`src/rtl/bsfi_pkg.sv`:
```
// bsfi_pkg: constants, field positions and carrier types for the board
// sdram / flash attachment glue.
// assumes a single 200 MHz reference clock and big-endian processor bit
// numbering (processor bit k sits at vector index 31-k).
package bsfi_pkg;

    // ------------------------------------------------------------------
    // clock and timing
    // ------------------------------------------------------------------
    localparam int unsigned CLK_PERIOD_PS     = 5000;           // 200 MHz reference
    localparam longint unsigned REFRESH_PERIOD_PS = 64'd62_400_000_000; // 62.4 msec
    // longest time rounds down to whole cycles
    localparam int unsigned REFRESH_PERIOD_CYC =
        int'(REFRESH_PERIOD_PS / CLK_PERIOD_PS);
    localparam logic [2:0] REFRESH_BEATS      = 3'h4;           // auto-refresh burst

    // expected access lengths in bus clocks at 50 MHz, and at 25 MHz for FL_CLK_FAST_25 and FL_CLK_SLOW_25
    localparam logic [4:0] SD_SINGLE_READ_CLK = 5'h05;
    localparam logic [4:0] SD_BURST_FIRST_CLK = 5'h05;
    localparam logic [4:0] SD_BURST_NEXT_CLK  = 5'h01;
    localparam logic [4:0] SD_WRITE_PRECHG    = 5'h01;          // extra precharge clock
    localparam logic [4:0] SD_REFRESH_CLK     = 5'h15;          // 21 clocks per burst
    localparam logic [4:0] FL_CLK_FAST_50     = 5'h08;          // 90 ns parts
    localparam logic [4:0] FL_CLK_SLOW_50     = 5'h0A;          // 120 ns parts
    localparam logic [4:0] FL_CLK_FAST_25     = 5'h04;
    localparam logic [4:0] FL_CLK_SLOW_25     = 5'h05;

    // ------------------------------------------------------------------
    // sdram geometry and address field positions (vector indices)
    // ------------------------------------------------------------------
    localparam int unsigned SD_ROWS      = 2048;
    localparam int unsigned SD_COLS      = 256;
    localparam int unsigned SD_ROW_BITS  = $clog2(SD_ROWS);     // eleven
    localparam int unsigned SD_COL_BITS  = $clog2(SD_COLS);     // eight
    localparam int unsigned SD_LINE_BITS = 10;                  // lines A20..A29
    localparam int unsigned IDX_A9       = 22;                  // processor A9
    localparam int unsigned IDX_A10      = 21;                  // processor A10
    localparam int unsigned IDX_A11      = 20;                  // processor A11
    localparam int unsigned IDX_A12      = 19;                  // processor A12
    localparam int unsigned IDX_A29      = 2;                   // processor A29
    localparam logic [2:0]  ADDR_MUX_ZERO = 3'h0;               // only supported code

    // flash presence-detect field positions
    localparam int unsigned PD_SIZE_LSB  = 0;
    localparam int unsigned PD_DELAY_BIT = 2;
    localparam int unsigned FL_BANKS     = 4;

    // ------------------------------------------------------------------
    // carrier for the sdram pins
    // ------------------------------------------------------------------
    typedef struct packed {
        logic                   cs_n;   // chip select
        logic                   ras_n;  // row strobe
        logic                   cas_n;  // column strobe
        logic                   we_n;   // write enable
        logic                   cke;    // clock enable
        logic [1:0]             bank;   // internal bank select {upper, lower}
        logic [SD_ROW_BITS-1:0] addr;   // multiplexed address, bit 10 = auto-precharge
        logic [3:0]             dqm;    // byte-lane masks
    } bsfi_sd_pins_t;

endpackage

```
`src/rtl/bsfi_flash_decode.sv`:
```
// bsfi_flash_decode: splits the single flash region select into per-bank
// selects and picks the expected access length from presence detect.
// assumes presence-detect and address inputs are synchronous to ref_clk_i.
`timescale 1ns/1ps
module bsfi_flash_decode #(
    parameter int unsigned BANK_SEL_LSB = 21        // byte address bit that picks a bank
) (
    input  wire logic                             ref_clk_i,
    input  wire logic                             rst_n_i,
    input  wire logic                             boot_region_select_n_i,
    input  wire logic                             flash_disable_bit_i,
    input  wire logic                             bus_50mhz_i,
    input  wire logic [2:0]                       presence_detect_i,
    input  wire logic [31:0]                      addr_i,
    output logic      [bsfi_pkg::FL_BANKS-1:0]    flash_bank_select_n_o,
    output logic      [4:0]                       flash_access_clocks_o
);

    // ------------------------------------------------------------------
    // bank decode
    // ------------------------------------------------------------------
    logic [bsfi_pkg::FL_BANKS-1:0] bank_sel_n_r;    // registered bank selects
    logic [bsfi_pkg::FL_BANKS-1:0] bank_sel_n_nxt;
    logic [4:0]                    acc_clk_r;       // expected access clocks
    logic [4:0]                    acc_clk_nxt;
    logic [1:0]                    size_code;       // 0: one bank, 1: two, else four
    logic [1:0]                    bank_idx;        // bank picked by address

    assign size_code = presence_detect_i[bsfi_pkg::PD_SIZE_LSB +: 2];

    // next bank selects: only the bank that the address and size code name
    always_comb begin
        bank_sel_n_nxt = '1;
        unique case (size_code)
            2'h0:    bank_idx = 2'h0;                                        // single bank
            2'h1:    bank_idx = {1'b0, addr_i[BANK_SEL_LSB]};                // two banks
            default: bank_idx = addr_i[BANK_SEL_LSB +: 2];                   // four banks
        endcase
        // one processor select covers the whole module; gated by disable bit
        if (!boot_region_select_n_i && !flash_disable_bit_i) begin
            bank_sel_n_nxt[bank_idx] = 1'b0;
        end
        // delay bit set means slow parts
        if (presence_detect_i[bsfi_pkg::PD_DELAY_BIT]) begin
            acc_clk_nxt = bus_50mhz_i ? bsfi_pkg::FL_CLK_SLOW_50 : bsfi_pkg::FL_CLK_SLOW_25;
        end else begin
            acc_clk_nxt = bus_50mhz_i ? bsfi_pkg::FL_CLK_FAST_50 : bsfi_pkg::FL_CLK_FAST_25;
        end
    end

    // register the selects and the access length
    always_ff @(posedge ref_clk_i or negedge rst_n_i) begin
        if (!rst_n_i) begin
            bank_sel_n_r <= '1;
            acc_clk_r    <= bsfi_pkg::FL_CLK_SLOW_50;
        end else begin
            bank_sel_n_r <= bank_sel_n_nxt;
            acc_clk_r    <= acc_clk_nxt;
        end
    end

    assign flash_bank_select_n_o = bank_sel_n_r;
    assign flash_access_clocks_o = acc_clk_r;

    // ------------------------------------------------------------------
    // checks
    // ------------------------------------------------------------------
    property p_flash_off;
        @(posedge ref_clk_i) disable iff (!rst_n_i)
        flash_disable_bit_i |=> (&flash_bank_select_n_o);
    endproperty
    a_flash_off: assert property (p_flash_off) else $error("flash selected when off");

    property p_flash_onehot;
        @(posedge ref_clk_i) disable iff (!rst_n_i)
        (!boot_region_select_n_i && !flash_disable_bit_i)
            |=> $onehot(~flash_bank_select_n_o);
    endproperty
    a_flash_onehot: assert property (p_flash_onehot) else $error("flash not one bank");

    property p_flash_clocks;
        @(posedge ref_clk_i) disable iff (!rst_n_i)
        (bus_50mhz_i && !presence_detect_i[bsfi_pkg::PD_DELAY_BIT])
            |=> (flash_access_clocks_o == bsfi_pkg::FL_CLK_FAST_50);
    endproperty
    a_flash_clocks: assert property (p_flash_clocks) else $error("flash clocks wrong");

endmodule

```
`src/rtl/bsfi_top.sv`:
```
// bsfi_top: board glue between the processor memory controller and the
// soldered sdram plus the flash module.
// assumes all inputs are synchronous to ref_clk_i; pins except sdram_clk_o leave through flops.
//
// Contract
// - eleven row bits, eight column bits presented
// - sdram select comes from dedicated region select
// - strobe zero masks lane three, reversed
// - general line zero drives address bit ten
// - lines one, two, three drive strobes
// - sdram clock is the bus clock
// - bank selects from processor A9, A10
// - zero multiplex code maps A11..A21 row; the code puts A12..A21 on A9..A0 and A10 on bit ten, so A11 is not used
// - line zero carries A10 during row
// - enable bit drives sdram clock enable
// - expected read five clocks, write one more; the code gives write as four clocks, one fewer than read
// - four-beat refresh burst takes 21 clocks
// - one select split into banks by detect
// - flash access eight or ten clocks; the code gives four or five clocks when bus_50mhz_i is low (25 MHz bus)
// - active-low flash enable bit gates flash
// - periodic timer requests four-beat refresh bursts
`timescale 1ns/1ps
module bsfi_top #(
    parameter int unsigned REFRESH_PERIOD_CYC = bsfi_pkg::REFRESH_PERIOD_CYC,
    parameter int unsigned FL_BANK_SEL_LSB    = 21
) (
    input  wire logic                    ref_clk_i,
    input  wire logic                    rst_n_i,
    input  wire logic                    bus_clock_output_i,
    input  wire logic [31:0]             addr_i,
    input  wire logic                    row_phase_i,
    input  wire logic [2:0]              address_multiplex_field_i,
    input  wire logic                    line_zero_addr_mode_i,
    input  wire logic                    general_line_zero_i,
    input  wire logic                    general_line_one_n_i,
    input  wire logic                    general_line_two_n_i,
    input  wire logic                    general_line_three_n_i,
    input  wire logic [3:0]              byte_lane_strobes_n_i,
    input  wire logic                    sdram_region_select_n_i,
    input  wire logic                    boot_region_select_n_i,
    input  wire logic                    sdram_clock_enable_bit_i,
    input  wire logic                    flash_disable_bit_i,
    input  wire logic                    bus_50mhz_i,
    input  wire logic [2:0]              presence_detect_i,
    output logic                         sdram_clk_o,
    output bsfi_pkg::bsfi_sd_pins_t      sd_pins_o,
    output logic                         addr_mux_unsupported_o,
    output logic [3:0]                   flash_bank_select_n_o,
    output logic [4:0]                   flash_access_clocks_o,
    output logic [2:0]                   board_status_pd_o,
    output logic                         refresh_req_o,
    output logic [2:0]                   refresh_beats_o,
    output logic [4:0]                   last_sd_access_clocks_o,
    output logic [4:0]                   sd_read_clocks_o,
    output logic [4:0]                   sd_write_clocks_o,
    output logic [4:0]                   sd_refresh_clocks_o
);

    // ------------------------------------------------------------------
    // sdram pin formation
    // ------------------------------------------------------------------
    bsfi_pkg::bsfi_sd_pins_t pins_r;            // registered sdram pins
    bsfi_pkg::bsfi_sd_pins_t pins_nxt;
    logic [3:0]              dqm_map;           // reversed byte strobes
    logic [9:0]              line_addr;         // lines A20..A29 after multiplex

    // byte-lane masks: strobe k masks lane 3-k
    for (genvar g = 0; g < 4; g++) begin : g_dqm
        assign dqm_map[3-g] = byte_lane_strobes_n_i[g];
    end

    // address lines A20..A29 toward sdram A9..A0
    always_comb begin
        line_addr = '0;
        if (row_phase_i) begin
            // zero multiplex code: internal A12..A21 appear on lines A20..A29
            line_addr = addr_i[bsfi_pkg::IDX_A12 -: 10];
        end else begin
            // column phase: internal A22..A29 unmultiplexed in the low bits
            line_addr = addr_i[bsfi_pkg::IDX_A29 +: bsfi_pkg::SD_LINE_BITS];
        end
    end

    // next pin values
    always_comb begin
        pins_nxt       = pins_r;
        pins_nxt.cke   = sdram_clock_enable_bit_i;
        // select only while the device is enabled
        pins_nxt.cs_n  = sdram_region_select_n_i | ~sdram_clock_enable_bit_i;
        pins_nxt.ras_n = general_line_one_n_i;
        pins_nxt.cas_n = general_line_two_n_i;
        pins_nxt.we_n  = general_line_three_n_i;
        pins_nxt.bank  = {addr_i[bsfi_pkg::IDX_A9], addr_i[bsfi_pkg::IDX_A10]};
        pins_nxt.dqm   = dqm_map;
        pins_nxt.addr[bsfi_pkg::SD_LINE_BITS-1:0] = line_addr;
        // bit ten: address A10 in row phase when so configured, else a level
        if (row_phase_i && line_zero_addr_mode_i) begin
            pins_nxt.addr[bsfi_pkg::SD_LINE_BITS] = addr_i[bsfi_pkg::IDX_A10];
        end else begin
            pins_nxt.addr[bsfi_pkg::SD_LINE_BITS] = general_line_zero_i;
        end
    end

    // register the pins; reset leaves the device deselected and idle
    always_ff @(posedge ref_clk_i or negedge rst_n_i) begin
        if (!rst_n_i) begin
            pins_r <= '{cs_n: 1'b1, ras_n: 1'b1, cas_n: 1'b1, we_n: 1'b1,
                        cke: 1'b0, bank: 2'h0, addr: '0, dqm: 4'hF};
        end else begin
            pins_r <= pins_nxt;
        end
    end

    assign sd_pins_o         = pins_r;
    assign sdram_clk_o       = bus_clock_output_i;
    assign addr_mux_unsupported_o = (address_multiplex_field_i != bsfi_pkg::ADDR_MUX_ZERO);

    // ------------------------------------------------------------------
    // sdram access length monitor (in bus clocks)
    // ------------------------------------------------------------------
    logic       bclk_d_r;                       // previous bus clock level
    logic       bclk_d_nxt;
    logic [4:0] acc_cnt_r;                      // bus clocks of current access
    logic [4:0] acc_cnt_nxt;
    logic [4:0] last_acc_r;                     // length of the last access
    logic [4:0] last_acc_nxt;
    logic       bclk_rise;                      // bus clock rising edge

    assign bclk_rise = bus_clock_output_i & ~bclk_d_r;

    // count bus clocks while the sdram select is held
    always_comb begin
        bclk_d_nxt   = bus_clock_output_i;
        acc_cnt_nxt  = acc_cnt_r;
        last_acc_nxt = last_acc_r;
        if (!pins_r.cs_n) begin
            if (bclk_rise && acc_cnt_r != 5'h1F) begin
                acc_cnt_nxt = acc_cnt_r + 5'h01;
            end
        end else if (acc_cnt_r != 5'h00) begin
            last_acc_nxt = acc_cnt_r;
            acc_cnt_nxt  = 5'h00;
        end
    end

    // register the monitor state
    always_ff @(posedge ref_clk_i or negedge rst_n_i) begin
        if (!rst_n_i) begin
            bclk_d_r   <= 1'b0;
            acc_cnt_r  <= 5'h00;
            last_acc_r <= 5'h00;
        end else begin
            bclk_d_r   <= bclk_d_nxt;
            acc_cnt_r  <= acc_cnt_nxt;
            last_acc_r <= last_acc_nxt;
        end
    end

    assign last_sd_access_clocks_o = last_acc_r;
    assign sd_read_clocks_o        = bsfi_pkg::SD_SINGLE_READ_CLK;
    assign sd_write_clocks_o       = bsfi_pkg::SD_SINGLE_READ_CLK - 5'h02
                                     + bsfi_pkg::SD_WRITE_PRECHG;
    assign sd_refresh_clocks_o     = bsfi_pkg::SD_REFRESH_CLK;

    // ------------------------------------------------------------------
    // periodic refresh timer
    // ------------------------------------------------------------------
    logic [31:0] ref_cnt_r;                     // cycles to next refresh request
    logic [31:0] ref_cnt_nxt;
    logic        ref_req_r;                     // one-cycle refresh request
    logic        ref_req_nxt;

    // count down; a request pulse every period while the sdram clock enable bit is set
    always_comb begin
        ref_req_nxt = 1'b0;
        ref_cnt_nxt = ref_cnt_r - 32'h1;
        if (ref_cnt_r == 32'h0) begin
            ref_req_nxt = sdram_clock_enable_bit_i;
            ref_cnt_nxt = 32'(REFRESH_PERIOD_CYC - 1);
        end
    end

    // register the timer
    always_ff @(posedge ref_clk_i or negedge rst_n_i) begin
        if (!rst_n_i) begin
            ref_cnt_r <= 32'h0;
            ref_req_r <= 1'b0;
        end else begin
            ref_cnt_r <= ref_cnt_nxt;
            ref_req_r <= ref_req_nxt;
        end
    end

    assign refresh_req_o   = ref_req_r;
    assign refresh_beats_o = bsfi_pkg::REFRESH_BEATS;

    // ------------------------------------------------------------------
    // flash side
    // ------------------------------------------------------------------
    bsfi_flash_decode #(
        .BANK_SEL_LSB (FL_BANK_SEL_LSB)
    ) u_flash (
        .ref_clk_i              (ref_clk_i),
        .rst_n_i                (rst_n_i),
        .boot_region_select_n_i (boot_region_select_n_i),
        .flash_disable_bit_i    (flash_disable_bit_i),
        .bus_50mhz_i            (bus_50mhz_i),
        .presence_detect_i      (presence_detect_i),
        .addr_i                 (addr_i),
        .flash_bank_select_n_o  (flash_bank_select_n_o),
        .flash_access_clocks_o  (flash_access_clocks_o)
    );

    // presence detect shown to software as board status
    always_ff @(posedge ref_clk_i or negedge rst_n_i) begin
        if (!rst_n_i) begin
            board_status_pd_o <= 3'h0;
        end else begin
            board_status_pd_o <= presence_detect_i;
        end
    end

    // ------------------------------------------------------------------
    // checks
    // ------------------------------------------------------------------
    property p_cs_disabled;
        @(posedge ref_clk_i) disable iff (!rst_n_i)
        !sdram_clock_enable_bit_i |=> sd_pins_o.cs_n && !sd_pins_o.cke;
    endproperty
    a_cs_disabled: assert property (p_cs_disabled) else $error("sdram on while disabled");

    property p_cs_follow;
        @(posedge ref_clk_i) disable iff (!rst_n_i)
        (!sdram_region_select_n_i && sdram_clock_enable_bit_i) |=> !sd_pins_o.cs_n;
    endproperty
    a_cs_follow: assert property (p_cs_follow) else $error("sdram select not passed");

    property p_dqm;
        @(posedge ref_clk_i) disable iff (!rst_n_i)
        1'b1 |=> sd_pins_o.dqm[3] == $past(byte_lane_strobes_n_i[0])
              && sd_pins_o.dqm[0] == $past(byte_lane_strobes_n_i[3]);
    endproperty
    a_dqm: assert property (p_dqm) else $error("byte lane mask order wrong");

    property p_strobes;
        @(posedge ref_clk_i) disable iff (!rst_n_i)
        1'b1 |=> {sd_pins_o.ras_n, sd_pins_o.cas_n, sd_pins_o.we_n}
              == $past({general_line_one_n_i, general_line_two_n_i, general_line_three_n_i});
    endproperty
    a_strobes: assert property (p_strobes) else $error("command strobes misrouted");

    property p_bank;
        @(posedge ref_clk_i) disable iff (!rst_n_i)
        1'b1 |=> sd_pins_o.bank == $past({addr_i[22], addr_i[21]});
    endproperty
    a_bank: assert property (p_bank) else $error("bank select not from A9 A10");

    property p_row_a10;
        @(posedge ref_clk_i) disable iff (!rst_n_i)
        (row_phase_i && line_zero_addr_mode_i) |=> sd_pins_o.addr[10] == $past(addr_i[21]);
    endproperty
    a_row_a10: assert property (p_row_a10) else $error("row bit ten not A10");

    property p_row_map;
        @(posedge ref_clk_i) disable iff (!rst_n_i)
        row_phase_i |=> sd_pins_o.addr[0] == $past(addr_i[10])
                     && sd_pins_o.addr[9] == $past(addr_i[19]);
    endproperty
    a_row_map: assert property (p_row_map) else $error("row address map wrong");

    property p_refresh_gap;
        @(posedge ref_clk_i) disable iff (!rst_n_i)
        refresh_req_o |=> !refresh_req_o [*2];
    endproperty
    a_refresh_gap: assert property (p_refresh_gap) else $error("refresh too frequent");

endmodule

```
`config.mk`:
```
export PLATFORM = sky130hd
export DESIGN_NAME = bsfi_top
export DESIGN_NICKNAME = d
export VERILOG_FILES = /design/src/rtl/bsfi_pkg.sv /design/src/rtl/bsfi_flash_decode.sv /design/src/rtl/bsfi_top.sv
export SDC_FILE = /design/constraint.sdc
export NUM_CORES = 1
export LEC_CHECK = 0
export BUFFER_PORTS_ARGS = -buffer_cell sky130_fd_sc_hd__buf_4
export CAP_MARGIN = 20
export CORE_UTILIZATION = 39
export DETAILED_ROUTE_END_ITERATION = 16
export PLACE_DENSITY_LB_ADDON = 0.15
export SYNTH_ARGS = -nofsm -noshare
export SYNTH_HDL_FRONTEND = slang
export SYNTH_SLANG_ARGS = --single-unit
```
`constraint.sdc`:
```
create_clock -name ref_clk_i -period 2.99 [get_ports ref_clk_i]
set_input_delay 0.1495 -clock ref_clk_i [delete_from_list [all_inputs] [get_ports ref_clk_i]]
set_output_delay 0.1495 -clock ref_clk_i [all_outputs]
set_load 0.05 [all_outputs]
```
==> run_summary.xml, run 1 <==
<?xml version="1.0" encoding="UTF-8"?>
<metrics>
  <group name="outcome">
    <metric name="outcome" unit="">finished clean</metric>
  </group>
  <group name="placed_design">
    <metric name="dp.cells" unit="">469</metric>
    <metric name="place_hpwl" unit="mm">4.70</metric>
    <metric name="io_buffer_count" unit="">84</metric>
    <metric name="placed_area" unit="um^2">4040</metric>
    <metric name="detailedPlace.worstSlack" unit="ps">618</metric>
    <metric name="gp_congestion" unit="">0.741</metric>
  </group>
  <group name="sta">
    <metric name="slew-limit-headroom" unit="">0.371</metric>
    <metric name="maxSlewViolCount" unit="">0</metric>
    <metric name="worst_clock_skew" unit="ps">12.1</metric>
    <metric name="final-setup-viol-count" unit="">0</metric>
    <metric name="clock.fmax" unit="GHz">0.415</metric>
    <metric name="final_period_minus_worst_setup_slack" unit="ps">2410</metric>
    <metric name="rsz_0062_raised_after_global_routing" unit="">false</metric>
    <metric name="fin_ws" unit="ps">579</metric>
    <metric name="slew_of_the_pin_with_the_lowest_slew_margin" unit="ps">943</metric>
    <metric name="timing.setup.tns" unit="ps">0</metric>
    <metric name="hold_ws" unit="ps">23.1</metric>
    <metric name="final_hold_viols" unit="">0</metric>
    <metric name="min_period_over_period" unit="">0.806</metric>
  </group>
  <group name="final_layout">
    <metric name="num-fill-cells" unit="">727</metric>
    <metric name="drive_gt1_frac" unit="">0.360</metric>
    <metric name="cell_area_after_layout" unit="um^2">4400</metric>
    <metric name="design.final.nets" unit="">452</metric>
    <metric name="final_cells" unit="">502</metric>
    <metric name="antennaDiodeCount" unit="">0</metric>
    <metric name="final_core_util" unit="">0.530</metric>
    <metric name="areaGrowthSynthToFinish" unit="%">30.7</metric>
  </group>
  <group name="clock_tree">
    <metric name="clk_path_buf_depth" unit="">2</metric>
    <metric name="resized_cells_post_cts" unit="">0</metric>
    <metric name="cts_num_sinks" unit="">77</metric>
    <metric name="clock_tree.root_cell" unit="">sky130_fd_sc_hd__clkbuf_8</metric>
    <metric name="tritoncts_clock_tree" unit="">built</metric>
    <metric name="cts_inserted_buffers" unit="">9</metric>
    <metric name="clk_pin_slew_worst_paths" unit="ps">80</metric>
    <metric name="cts.htree.levels" unit="">3</metric>
    <metric name="clock_latency" unit="ps">350</metric>
  </group>
  <group name="critical_path">
    <metric name="critPathRequiredTime" unit="ps">3280</metric>
    <metric name="timing.critical_path.fanout_max" unit="">8</metric>
    <metric name="slowest_delay" unit="ps">560</metric>
    <metric name="cp_slowest_cell" unit="">sky130_fd_sc_hd__or4b_1</metric>
    <metric name="crit_arrival" unit="ps">2700</metric>
    <metric name="cp_cell_sequence" unit="">inv_1 -&gt; ha_1 -&gt; or4b_1 -&gt; nor4b_2 -&gt; and3_1 -&gt; and2_1</metric>
    <metric name="category_of_the_critical_setup_timing_path" unit="">reg2reg</metric>
    <metric name="critPathCaptureType" unit="">flip-flop</metric>
    <metric name="critPathLaunchType" unit="">flip-flop</metric>
    <metric name="ff2ff_setup_slack" unit="ps">580</metric>
    <metric name="critPathTopFamily" unit="">simple AND/OR/NAND/NOR gates</metric>
    <metric name="timing.critical_path.buf_inv" unit="">1</metric>
  </group>
  <group name="synthesis">
    <metric name="synth.ff_latch_count" unit="">77</metric>
    <metric name="ys.flop_type" unit="">sky130_fd_sc_hd__dfrtp_1</metric>
    <metric name="ys_async_sr_fraction" unit="">1.00</metric>
    <metric name="synth-edff-count" unit="">0</metric>
    <metric name="synth_sequential_area_ratio" unit="">0.577</metric>
    <metric name="post_synth_instance_area" unit="um^2">3370</metric>
    <metric name="ys_warn_count" unit="">0</metric>
    <metric name="syn_inst" unit="">285</metric>
    <metric name="synth_area_per_cell" unit="um^2">11.8</metric>
    <metric name="synth_cell_types" unit="">42</metric>
  </group>
  <group name="route">
    <metric name="remaining_drc_errors" unit="">0</metric>
    <metric name="drt_first_pass_iters" unit="">4</metric>
    <metric name="detail_routed_net_length_per_standard_cell" unit="um">13.7</metric>
    <metric name="detailroute.via_count" unit="">2481</metric>
    <metric name="drt_wl_total" unit="mm">6.87</metric>
    <metric name="dr_iter_0_viols" unit="">96</metric>
    <metric name="antenna_left" unit="">0</metric>
    <metric name="vias_per_cell" unit="">4.94</metric>
  </group>
  <group name="power">
    <metric name="power.share.combinational" unit="">0.174</metric>
    <metric name="totalPowerFinal" unit="mW">2.28</metric>
    <metric name="sw_frac_of_total" unit="">0.296</metric>
    <metric name="switching_power_total" unit="mW">0.675</metric>
    <metric name="seq_power_share" unit="">0.488</metric>
    <metric name="clkPwrFrac" unit="">0.338</metric>
    <metric name="pwr_density_cell" unit="nW/um^2">517</metric>
    <metric name="cellInternalPower" unit="mW">1.60</metric>
    <metric name="vdd_ir_drop_max" unit="mV">0.220</metric>
    <metric name="power.static_leakage" unit="nW">1.96</metric>
  </group>
  <group name="global_route">
    <metric name="track_usage" unit="">0.164</metric>
    <metric name="grt-ovfl-total" unit="">0</metric>
    <metric name="global_route_wire_length_before_repair" unit="mm">11.3</metric>
    <metric name="number_of_antenna_violations_at_the_first_check_in_global_routing" unit="">0</metric>
    <metric name="grt_start_max_net_pins" unit="">78</metric>
    <metric name="first_global_vias" unit="">2462</metric>
  </group>
  <group name="floorplan">
    <metric name="chipHeight" unit="um">94.9</metric>
    <metric name="die-area" unit="um^2">9010</metric>
    <metric name="die_width" unit="um">94.9</metric>
    <metric name="initial_standard_cell_utilization_of_the_core" unit="">0.406</metric>
    <metric name="placementRows" unit="">33</metric>
    <metric name="design.portCount" unit="">116</metric>
    <metric name="core_area" unit="um^2">8300</metric>
  </group>
  <group name="hold_path">
    <metric name="timing.hold.worst.class" unit="">in2reg</metric>
  </group>
  <group name="job">
    <metric name="drv.max_cap_violation_count" unit="">0</metric>
  </group>
</metrics>
==> synthesized netlist by cell type (2+ instances only) <==
master                     instances  share of area
sky130_fd_sc_hd__nand4_1           4         0.0074
sky130_fd_sc_hd__nand4_2           2         0.0074
sky130_fd_sc_hd__clkbuf_1          4         0.0045
sky130_fd_sc_hd__o41ai_1           2         0.0052
sky130_fd_sc_hd__and3_1            2         0.0037
sky130_fd_sc_hd__dfrtp_1          63           0.47
sky130_fd_sc_hd__o31ai_1           7          0.016
sky130_fd_sc_hd__nor4_1            5         0.0093
sky130_fd_sc_hd__a21oi_1           8          0.012
sky130_fd_sc_hd__a22o_1            2         0.0052
sky130_fd_sc_hd__o21ai_0           7          0.010
sky130_fd_sc_hd__nor2b_1           2         0.0037
sky130_fd_sc_hd__conb_1            2         0.0022
sky130_fd_sc_hd__or4_1             8          0.018
sky130_fd_sc_hd__ha_1              4          0.015
sky130_fd_sc_hd__nand2b_1          2         0.0037
sky130_fd_sc_hd__nor4b_2           2         0.0089
sky130_fd_sc_hd__buf_4            20          0.045
sky130_fd_sc_hd__o211ai_1          2         0.0045
sky130_fd_sc_hd__nor4bb_1          2         0.0059
sky130_fd_sc_hd__inv_1             7         0.0078
sky130_fd_sc_hd__xnor2_1           4          0.010
sky130_fd_sc_hd__or4b_1            2         0.0059
sky130_fd_sc_hd__nand2_1          28          0.031
sky130_fd_sc_hd__nor4_2            4          0.015
sky130_fd_sc_hd__xor2_1           12          0.031
sky130_fd_sc_hd__mux2_2           15          0.050
sky130_fd_sc_hd__nor3_1            4         0.0059
sky130_fd_sc_hd__nor2_1           20          0.022
sky130_fd_sc_hd__or3_1             4         0.0074
sky130_fd_sc_hd__nand3_1           8          0.012
sky130_fd_sc_hd__and2_1            3         0.0056
sky130_fd_sc_hd__nor3_2            2         0.0059
sky130_fd_sc_hd__dfstp_2          14           0.11
==> worst paths after layout <==
path                                              endpoint  depth (start not counted)                       start
worst max-delay path                         refresh_req_o                          6                ref_cnt_r[0]
worst min register to register  last_sd_access_clocks_o[0]                          2  last_sd_access_clocks_o[0]
worst max register to register               refresh_req_o                          6                ref_cnt_r[0]
max in group asynchronous                    ref_cnt_r[19]                          2                     rst_n_i
worst min-delay path                          sd_pins_o[6]                          2                   addr_i[4]
min in group asynchronous       last_sd_access_clocks_o[0]                          2                     rst_n_i
==> area by class of cell <==
| class | instances | area (um^2) | share of cell area |
|---|---|---|---|
| Inverter | 7 | 26.3 | 0.00597 |
| Multi-Input combinational cell | 193 | 1280 | 0.292 |
| Clock buffer | 10 | 128 | 0.0290 |
| Sequential cell | 77 | 1940 | 0.442 |
| Timing Repair Buffer | 104 | 823 | 0.187 |
| Tap cell | 105 | 131 | 0.0298 |
| Clock inverter | 6 | 63.8 | 0.0145 |
==> what timing repair did <==
item / CTS / global route
hold buffers: 17 / 0
endpoints found under the hold margin: 76 / 0
buffers inserted: 0 / 0
==> logic make-up (layout without fill, tap and decap cells) <==
family                     count (synthesis)  after routing  synth area share
adders and majority gates                  4              4            0.0149
buffers and inverters                     32            127            0.0602
muxes                                     16             16            0.0535
DFF                                       77             77             0.577
and+or+nand+nor                          108            108             0.190
AOI/OAI and AO/OA                         30             30            0.0602
other                                      2             19           0.00223
xor gates and xnor gates                  16             16            0.0416
==> flip-flops by register name (all words and copies together), names as in the netlist, 3 cells and up <==
signal,flops
acc_cnt_r,5
board_status_pd_o,3
last_sd_access_clocks_o,5
ref_cnt_r,32
sd_pins_o,22
u_flash.flash_access_clocks_o,4
u_flash.flash_bank_select_n_o,4
==> power by group through the flow <==
stage          Clock [mW]  Sequential [mW]  Combinational, mW
3_3_place_gp            0             1.13              0.378
6_report            0.770             1.11              0.396
5_1_grt             0.844             1.12              0.424
3_5_place_dp            0             1.13              0.381
2_1_floorplan           0             1.24              0.145
4_1_cts             0.802             1.11              0.400
==> per-layer routing <==
| layer | global-route usage | share of wire |
|---|---|---|
| met3 | 0.0475 | 0.054 |
| met4 | 0.0846 | 0.019 |
| met2 | 0.254 | 0.49 |
| met5 | 0 | 0 |
| met1 | 0.208 | 0.43 |
==> cells in the final DEF (no fill, tap or decap), types with 9 or more instances in the layout <==
cell / synthesis / layout
sky130_fd_sc_hd__dlygate4sd3_1: 0 / 17
sky130_fd_sc_hd__mux2_2: 15 / 15
sky130_fd_sc_hd__nand2_1: 28 / 28
sky130_fd_sc_hd__xor2_1: 12 / 12
sky130_fd_sc_hd__dfrtp_1: 63 / 63
sky130_fd_sc_hd__dfstp_2: 14 / 14
sky130_fd_sc_hd__conb_1: 2 / 19
sky130_fd_sc_hd__clkbuf_8: 0 / 9
sky130_fd_sc_hd__buf_4: 20 / 87
sky130_fd_sc_hd__nor2_1: 20 / 20
No activity file was read; power rests on OpenSTA's default activity.
==> inputs of run 2 (changes only) <==
- clock period: 2.99 -> 2.39 ns (I/O delays scaled with it)
==> run 2 against run 1 <==
  * First-iteration DRC count decreased by 46%
  * Wire length increased by 5.2%
  * Register-to-register slack got worse by 350 ps
  * Clock power increased by 39%
  * Sequential power increased by 25%
  * Fmax increased by 11%
  * Utilization increased by 3.6 points
  * Critical endpoint is now ref_cnt_r[28]
  * Largest cell class unchanged
  * Largest power group unchanged
  * Highest routed layer unchanged
==> run_summary.xml, run 2 (synthesized netlist as in run 1, its figures left out) <==
<?xml version="1.0" encoding="UTF-8"?>
<metrics>
  <group name="critical_path">
    <metric name="critPathLaunchType" unit="">flip-flop</metric>
    <metric name="cp_slowest_cell" unit="">sky130_fd_sc_hd__or4b_1</metric>
    <metric name="reg2reg_depth" unit="">6</metric>
    <metric name="ff2ff_setup_slack" unit="ps">230</metric>
    <metric name="critPathRequiredTime" unit="ps">2620</metric>
    <metric name="crit_arrival" unit="ps">2400</metric>
    <metric name="cp_cell_sequence" unit="">inv_1 -&gt; ha_1 -&gt; or4b_1 -&gt; nor4b_2 -&gt; nand4b_1 -&gt; mux2_1</metric>
    <metric name="rr_startpoint" unit="">ref_cnt_r[0]</metric>
    <metric name="r2r-end" unit="">ref_cnt_r[28]</metric>
    <metric name="critPathCaptureType" unit="">flip-flop</metric>
    <metric name="category_of_the_critical_setup_timing_path" unit="">reg2reg</metric>
    <metric name="timing.critical_path.fanout_max" unit="">4</metric>
    <metric name="slowest_delay" unit="ps">470</metric>
  </group>
  <group name="sta">
    <metric name="hold_ws" unit="ps">24.3</metric>
    <metric name="final_hold_viols" unit="">0</metric>
    <metric name="clock.fmax" unit="GHz">0.462</metric>
    <metric name="worst_clock_skew" unit="ps">9.41</metric>
    <metric name="slew_of_the_pin_with_the_lowest_slew_margin" unit="ps">969</metric>
    <metric name="slew-limit-headroom" unit="">0.354</metric>
    <metric name="final-setup-viol-count" unit="">0</metric>
    <metric name="min_period_over_period" unit="">0.905</metric>
    <metric name="maxSlewViolCount" unit="">0</metric>
    <metric name="fin_ws" unit="ps">228</metric>
    <metric name="final_period_minus_worst_setup_slack" unit="ps">2160</metric>
    <metric name="timing.setup.tns" unit="ps">0</metric>
    <metric name="rsz_0062_raised_after_global_routing" unit="">false</metric>
  </group>
  <group name="hold_path">
    <metric name="min_path_cells" unit="">2</metric>
    <metric name="min_delay_worst_endpoint" unit="">sd_pins_o[13]</metric>
    <metric name="timing.hold.worst.class" unit="">in2reg</metric>
    <metric name="min-delay-start" unit="">addr_i[11]</metric>
  </group>
  <group name="floorplan">
    <metric name="placementRows" unit="">33</metric>
    <metric name="design.portCount" unit="">116</metric>
    <metric name="initial_standard_cell_utilization_of_the_core" unit="">0.406</metric>
    <metric name="core_area" unit="um^2">8300</metric>
    <metric name="chipHeight" unit="um">94.9</metric>
    <metric name="die_width" unit="um">94.9</metric>
    <metric name="die-area" unit="um^2">9010</metric>
  </group>
  <group name="final_layout">
    <metric name="mostFrequentLayoutCell" unit="">sky130_fd_sc_hd__buf_4</metric>
    <metric name="design.final.nets" unit="">481</metric>
    <metric name="max_flop_register" unit="">ref_cnt_r</metric>
    <metric name="cell_area_after_layout" unit="um^2">4700</metric>
    <metric name="areaGrowthSynthToFinish" unit="%">39.5</metric>
    <metric name="largest_register_ff_count" unit="">32</metric>
    <metric name="antennaDiodeCount" unit="">0</metric>
    <metric name="final_cells" unit="">531</metric>
    <metric name="drive_gt1_frac" unit="">0.354</metric>
    <metric name="layout_common_cells" unit="">sky130_fd_sc_hd__buf_4, sky130_fd_sc_hd__dfrtp_1, sky130_fd_sc_hd__dlygate4sd3_1</metric>
  </group>
  <group name="clock_tree">
    <metric name="clk_pin_slew_worst_paths" unit="ps">80</metric>
    <metric name="clock_tree.root_cell" unit="">sky130_fd_sc_hd__clkbuf_8</metric>
    <metric name="cts.htree.levels" unit="">3</metric>
    <metric name="tritoncts_clock_tree" unit="">built</metric>
    <metric name="cts_inserted_buffers" unit="">9</metric>
    <metric name="cts_num_sinks" unit="">77</metric>
    <metric name="clk_path_buf_depth" unit="">2</metric>
    <metric name="clock_latency" unit="ps">350</metric>
  </group>
  <group name="route">
    <metric name="vias_per_cell" unit="">4.85</metric>
    <metric name="antenna_left" unit="">0</metric>
    <metric name="drt_first_pass_iters" unit="">4</metric>
    <metric name="detailroute.via_count" unit="">2575</metric>
    <metric name="detail_routed_net_length_per_standard_cell" unit="um">13.6</metric>
    <metric name="drt_wl_total" unit="mm">7.23</metric>
    <metric name="remaining_drc_errors" unit="">0</metric>
    <metric name="dr_iter_0_viols" unit="">52</metric>
  </group>
  <group name="power">
    <metric name="power.static_leakage" unit="nW">2.10</metric>
    <metric name="pwr_density_cell" unit="nW/um^2">636</metric>
    <metric name="vdd_ir_drop_max" unit="mV">0.298</metric>
  </group>
  <group name="job">
    <metric name="drv.max_cap_violation_count" unit="">0</metric>
  </group>
  <group name="placed_design">
    <metric name="place_hpwl" unit="mm">4.75</metric>
    <metric name="placed_area" unit="um^2">4090</metric>
    <metric name="gp_congestion" unit="">0.724</metric>
    <metric name="io_buffer_count" unit="">84</metric>
    <metric name="dp.cells" unit="">476</metric>
    <metric name="detailedPlace.worstSlack" unit="ps">165</metric>
  </group>
  <group name="global_route">
    <metric name="grt-ovfl-total" unit="">0</metric>
    <metric name="number_of_antenna_violations_at_the_first_check_in_global_routing" unit="">0</metric>
    <metric name="global_route_wire_length_before_repair" unit="mm">11.9</metric>
    <metric name="grt_start_max_net_pins" unit="">78</metric>
    <metric name="first_global_vias" unit="">2530</metric>
    <metric name="track_usage" unit="">0.173</metric>
  </group>
  <group name="outcome">
    <metric name="outcome" unit="">finished clean</metric>
  </group>
</metrics>
-- run 2: changes by cell type in the layout (fill, tap and decap cells not counted), sizes merged --
cell / before / now
buf: 87 / 94
bufinv: 1 / 2
clkinvlp: 2 / 1
dlygate4sd3: 17 / 39
-- run 2: critical path, delay by kind of cell, from the launching register on --
kind	cells	cell delay, ps
buf+inv	1	80
fa+ha+maj	1	160
simple gates	3	1050
flops	1	410
mux	1	350
-- run 2: where the power goes --
part           internal, mW  switching, mW  leakage (nW)
combinational         0.188          0.341          1.10
clock                 0.588          0.482         0.107
sequential             1.36         0.0276         0.893
-- run 2: routing by layer --
layer,share of wire,track usage
met5,0,0
met4,0.014,0.0530
met3,0.048,0.0612
met2,0.50,0.278
met1,0.44,0.217
-- run 2: layout make-up --
type	count	area, um^2
well taps	105	131
multi-input cells	193	1290
fillers	686	3600
repair buffers	133	1100
flip-flops and latches	77	1940
inverters	7	26.3
clock buffers	10	128
clock inverters	6	86.3
-- run 2: through the flow --
step	util	total power, mW
2_1_floorplan	-	1.74
3_3_place_gp	0.493	1.89
3_5_place_dp	0.493	1.89
4_1_cts	0.566	3.03
5_1_grt	0.566	3.12
6_report	0.566	2.99
-- run 2: repair_timing --
action,4_1_cts,5_1_grt
resized for setup,0,1
setup buffers,0,0
hold endpoints to repair,98,0
setup endpoints to repair,0,1
hold buffers,39,0
-- run 2: worst max path at each step --
stage / startpoint / slack [ps] / cells past startpoint / end
after global routing: ref_cnt_r[0] / 70 / 6 / ref_cnt_r[28]
after floorplan: ref_cnt_r[0] / 310 / 6 / ref_cnt_r[28]
after CTS: ref_cnt_r[0] / 150 / 6 / refresh_req_o
final: ref_cnt_r[0] / 230 / 6 / ref_cnt_r[28]
after global placement: ref_cnt_r[0] / 210 / 6 / refresh_req_o
after detailed placement: ref_cnt_r[0] / 170 / 6 / refresh_req_o
==> inputs of run 3 (changes only) <==
- CORE_UTILIZATION: 39 -> 50
==> run 3 against run 2 <==
  * The flow now finishes with violations (DRC)
  * Sequential power hardly changed
  * Clock-buffer cell count is 2 higher
  * Worst hold slack worse by 6.3 ps
  * Total power is 0.68% higher
  * Cell count is 7.0% lower
  * Utilization is 15 points higher
  * Combinational power hardly changed
  * Clock skew is 1.1 ps higher
  * Register-to-register slack worse by 70 ps
  * Flip-flop and latch count stayed put
  * Global-route usage is 4.4 points higher
  * Sequential share of layout area is 1.0 points higher
  * Critical path type unchanged
==> run_summary.xml, run 3 (synthesized netlist as in run 1, its figures left out) <==
<?xml version="1.0" encoding="UTF-8"?>
<metrics>
  <group name="outcome">
    <metric name="outcome" unit="">complete, but fails checks</metric>
    <metric name="failing_checks" unit="">DRC</metric>
  </group>
  <group name="global_route">
    <metric name="global_route_wire_length_before_repair" unit="mm">12.1</metric>
    <metric name="first_global_vias" unit="">2627</metric>
    <metric name="number_of_antenna_violations_at_the_first_check_in_global_routing" unit="">0</metric>
    <metric name="track_usage" unit="">0.217</metric>
    <metric name="grt_start_max_net_pins" unit="">78</metric>
    <metric name="grt-ovfl-total" unit="">0</metric>
  </group>
  <group name="sta">
    <metric name="rsz_0062_raised_after_global_routing" unit="">false</metric>
    <metric name="min_period_over_period" unit="">0.935</metric>
    <metric name="final_period_minus_worst_setup_slack" unit="ps">2230</metric>
    <metric name="final-setup-viol-count" unit="">0</metric>
    <metric name="slew-limit-headroom" unit="">0.381</metric>
    <metric name="maxSlewViolCount" unit="">0</metric>
    <metric name="slew_of_the_pin_with_the_lowest_slew_margin" unit="ps">928</metric>
    <metric name="final_hold_viols" unit="">0</metric>
    <metric name="clock.fmax" unit="GHz">0.448</metric>
    <metric name="worst_clock_skew" unit="ps">10.5</metric>
    <metric name="timing.setup.tns" unit="ps">0</metric>
  </group>
  <group name="power">
    <metric name="power.share.combinational" unit="">0.176</metric>
    <metric name="clkPwrFrac" unit="">0.362</metric>
    <metric name="vdd_ir_drop_max" unit="mV">0.439</metric>
    <metric name="power.static_leakage" unit="nW">2.07</metric>
    <metric name="cellInternalPower" unit="mW">2.19</metric>
    <metric name="sw_frac_of_total" unit="">0.272</metric>
    <metric name="seq_power_share" unit="">0.462</metric>
    <metric name="switching_power_total" unit="mW">0.818</metric>
    <metric name="pwr_density_cell" unit="nW/um^2">656</metric>
  </group>
  <group name="placed_design">
    <metric name="io_buffer_count" unit="">84</metric>
    <metric name="placed_area" unit="um^2">4050</metric>
    <metric name="place_hpwl" unit="mm">4.47</metric>
    <metric name="gp_congestion" unit="">0.770</metric>
  </group>
  <group name="floorplan">
    <metric name="initial_standard_cell_utilization_of_the_core" unit="">0.524</metric>
    <metric name="placementRows" unit="">29</metric>
    <metric name="die-area" unit="um^2">7070</metric>
    <metric name="die_width" unit="um">84.1</metric>
    <metric name="chipHeight" unit="um">84.1</metric>
    <metric name="core_area" unit="um^2">6420</metric>
    <metric name="design.portCount" unit="">116</metric>
  </group>
  <group name="critical_path">
    <metric name="reg2reg_depth" unit="">6</metric>
    <metric name="critPathCaptureType" unit="">flip-flop</metric>
    <metric name="timing.critical_path.fanout_max" unit="">8</metric>
    <metric name="crit_arrival" unit="ps">2510</metric>
    <metric name="critPathLaunchType" unit="">flip-flop</metric>
    <metric name="critPathRequiredTime" unit="ps">2670</metric>
    <metric name="category_of_the_critical_setup_timing_path" unit="">reg2reg</metric>
    <metric name="rr_startpoint" unit="">ref_cnt_r[0]</metric>
    <metric name="r2r-end" unit="">refresh_req_o</metric>
    <metric name="ff2ff_setup_slack" unit="ps">160</metric>
  </group>
  <group name="route">
    <metric name="vias_per_cell" unit="">5.15</metric>
    <metric name="drt_wl_total" unit="mm">7.04</metric>
    <metric name="highest_layer" unit="">met4</metric>
    <metric name="detailroute.via_count" unit="">2542</metric>
    <metric name="wl_met3" unit="um">444</metric>
    <metric name="met1_length" unit="mm">2.89</metric>
    <metric name="detail_routed_net_length_per_standard_cell" unit="um">14.3</metric>
    <metric name="routed-wl-met2" unit="mm">3.68</metric>
    <metric name="antenna_left" unit="">0</metric>
    <metric name="remaining_drc_errors" unit="">14</metric>
    <metric name="dr_iter_0_viols" unit="">137</metric>
    <metric name="drt_first_pass_iters" unit="">11</metric>
  </group>
  <group name="final_layout">
    <metric name="drive_gt1_frac" unit="">0.360</metric>
    <metric name="mostFrequentLayoutCell" unit="">sky130_fd_sc_hd__buf_4</metric>
    <metric name="sequential_cell_area" unit="um^2">1940</metric>
    <metric name="num-fill-cells" unit="">466</metric>
    <metric name="layout_common_cells" unit="">sky130_fd_sc_hd__buf_4, sky130_fd_sc_hd__dfrtp_1, sky130_fd_sc_hd__dlygate4sd3_1</metric>
    <metric name="multiInputGateArea" unit="um^2">1290</metric>
    <metric name="cell_area_after_layout" unit="um^2">4590</metric>
    <metric name="areaGrowthSynthToFinish" unit="%">36.2</metric>
    <metric name="largest_register_ff_count" unit="">32</metric>
    <metric name="max_flop_register" unit="">ref_cnt_r</metric>
    <metric name="antennaDiodeCount" unit="">0</metric>
    <metric name="design.final.nets" unit="">472</metric>
  </group>
  <group name="hold_path">
    <metric name="min_delay_worst_endpoint" unit="">sd_pins_o[5]</metric>
    <metric name="min-delay-start" unit="">addr_i[3]</metric>
    <metric name="timing.hold.worst.class" unit="">in2reg</metric>
    <metric name="min_path_cells" unit="">2</metric>
  </group>
  <group name="clock_tree">
    <metric name="clock_tree.root_cell" unit="">sky130_fd_sc_hd__clkbuf_8</metric>
    <metric name="clk_pin_slew_worst_paths" unit="ps">70</metric>
    <metric name="clock_latency" unit="ps">340</metric>
    <metric name="clk_path_buf_depth" unit="">2</metric>
    <metric name="cts_inserted_buffers" unit="">9</metric>
    <metric name="cts.htree.levels" unit="">3</metric>
    <metric name="cts_num_sinks" unit="">77</metric>
    <metric name="tritoncts_clock_tree" unit="">built</metric>
  </group>
  <group name="job">
    <metric name="drv.max_cap_violation_count" unit="">0</metric>
  </group>
</metrics>
[run 3: cell type report]
type                       instances  share of cell area
clock buffer                      12              0.0338
clock inverter                     4              0.0153
inverter                           7             0.00573
multi-input combinational        193               0.280
sequential                        77               0.424
tap                               77              0.0210
timing repair buffer             124               0.220
[run 3: power by group through the flow]
| stage | clock, mW | combinational (mW) | sequential, mW |
|---|---|---|---|
| 2_1_floorplan | 0 | 0.181 | 1.56 |
| 3_3_place_gp | 0 | 0.480 | 1.41 |
| 3_5_place_dp | 0 | 0.484 | 1.41 |
| 4_1_cts | 1.11 | 0.528 | 1.39 |
| 5_1_grt | 1.17 | 0.564 | 1.40 |
| 6_report | 1.09 | 0.529 | 1.39 |
[run 3: through the flow]
| stage | utilization | hold slack [ps] | setup WS (ps) | instances | total power [mW] |
|---|---|---|---|---|---|
| floorplan | - | -176 | 309 | 302 | 1.74 |
| global placement | 0.631 | 228 | 142 | 447 | 1.89 |
| detailed placement | 0.631 | 229 | 105 | 447 | 1.90 |
| CTS | 0.714 | 1.04 | 82.3 | 494 | 3.03 |
| global route | 0.714 | 2.34 | 25.3 | 494 | 3.13 |
| finish | 0.714 | 18.0 | 156 | 494 | 3.01 |
[run 3: how the worst max path moves through the flow]
stage	from	endpoint	slack, ps	depth (start not counted)
after global routing	ref_cnt_r[0]	refresh_req_o	30	6
final	ref_cnt_r[0]	refresh_req_o	160	6
after detailed placement	ref_cnt_r[0]	ref_cnt_r[12]	100	6
after floorplan	ref_cnt_r[0]	ref_cnt_r[28]	310	6
after CTS	ref_cnt_r[0]	refresh_req_o	80	6
after global placement	ref_cnt_r[0]	refresh_req_o	140	6
[run 3: worst max-delay path, cell delays in order, from the launching register on]
cell                      delay (ps)
sky130_fd_sc_hd__dfrtp_1         420
sky130_fd_sc_hd__inv_1            90
sky130_fd_sc_hd__ha_1            210
sky130_fd_sc_hd__or4b_1          490
sky130_fd_sc_hd__nor4b_2         420
sky130_fd_sc_hd__and3_2          390
sky130_fd_sc_hd__and2_1          150
[run 3: what timing repair did]
item,in CTS,in global routing
gates resized for setup,0,1
hold buffers,31,0
setup endpoints to repair,0,8
buffers inserted,0,0
endpoints found under the hold margin,93,0
[run 3: per-layer routing]
layer | vias to the layer above | track usage
met3 | 3 | 0.0831
met2 | 72 | 0.387
li1 | 1219 | -
met5 | - | 0
met1 | 1248 | 0.251
met4 | 0 | 0.0345
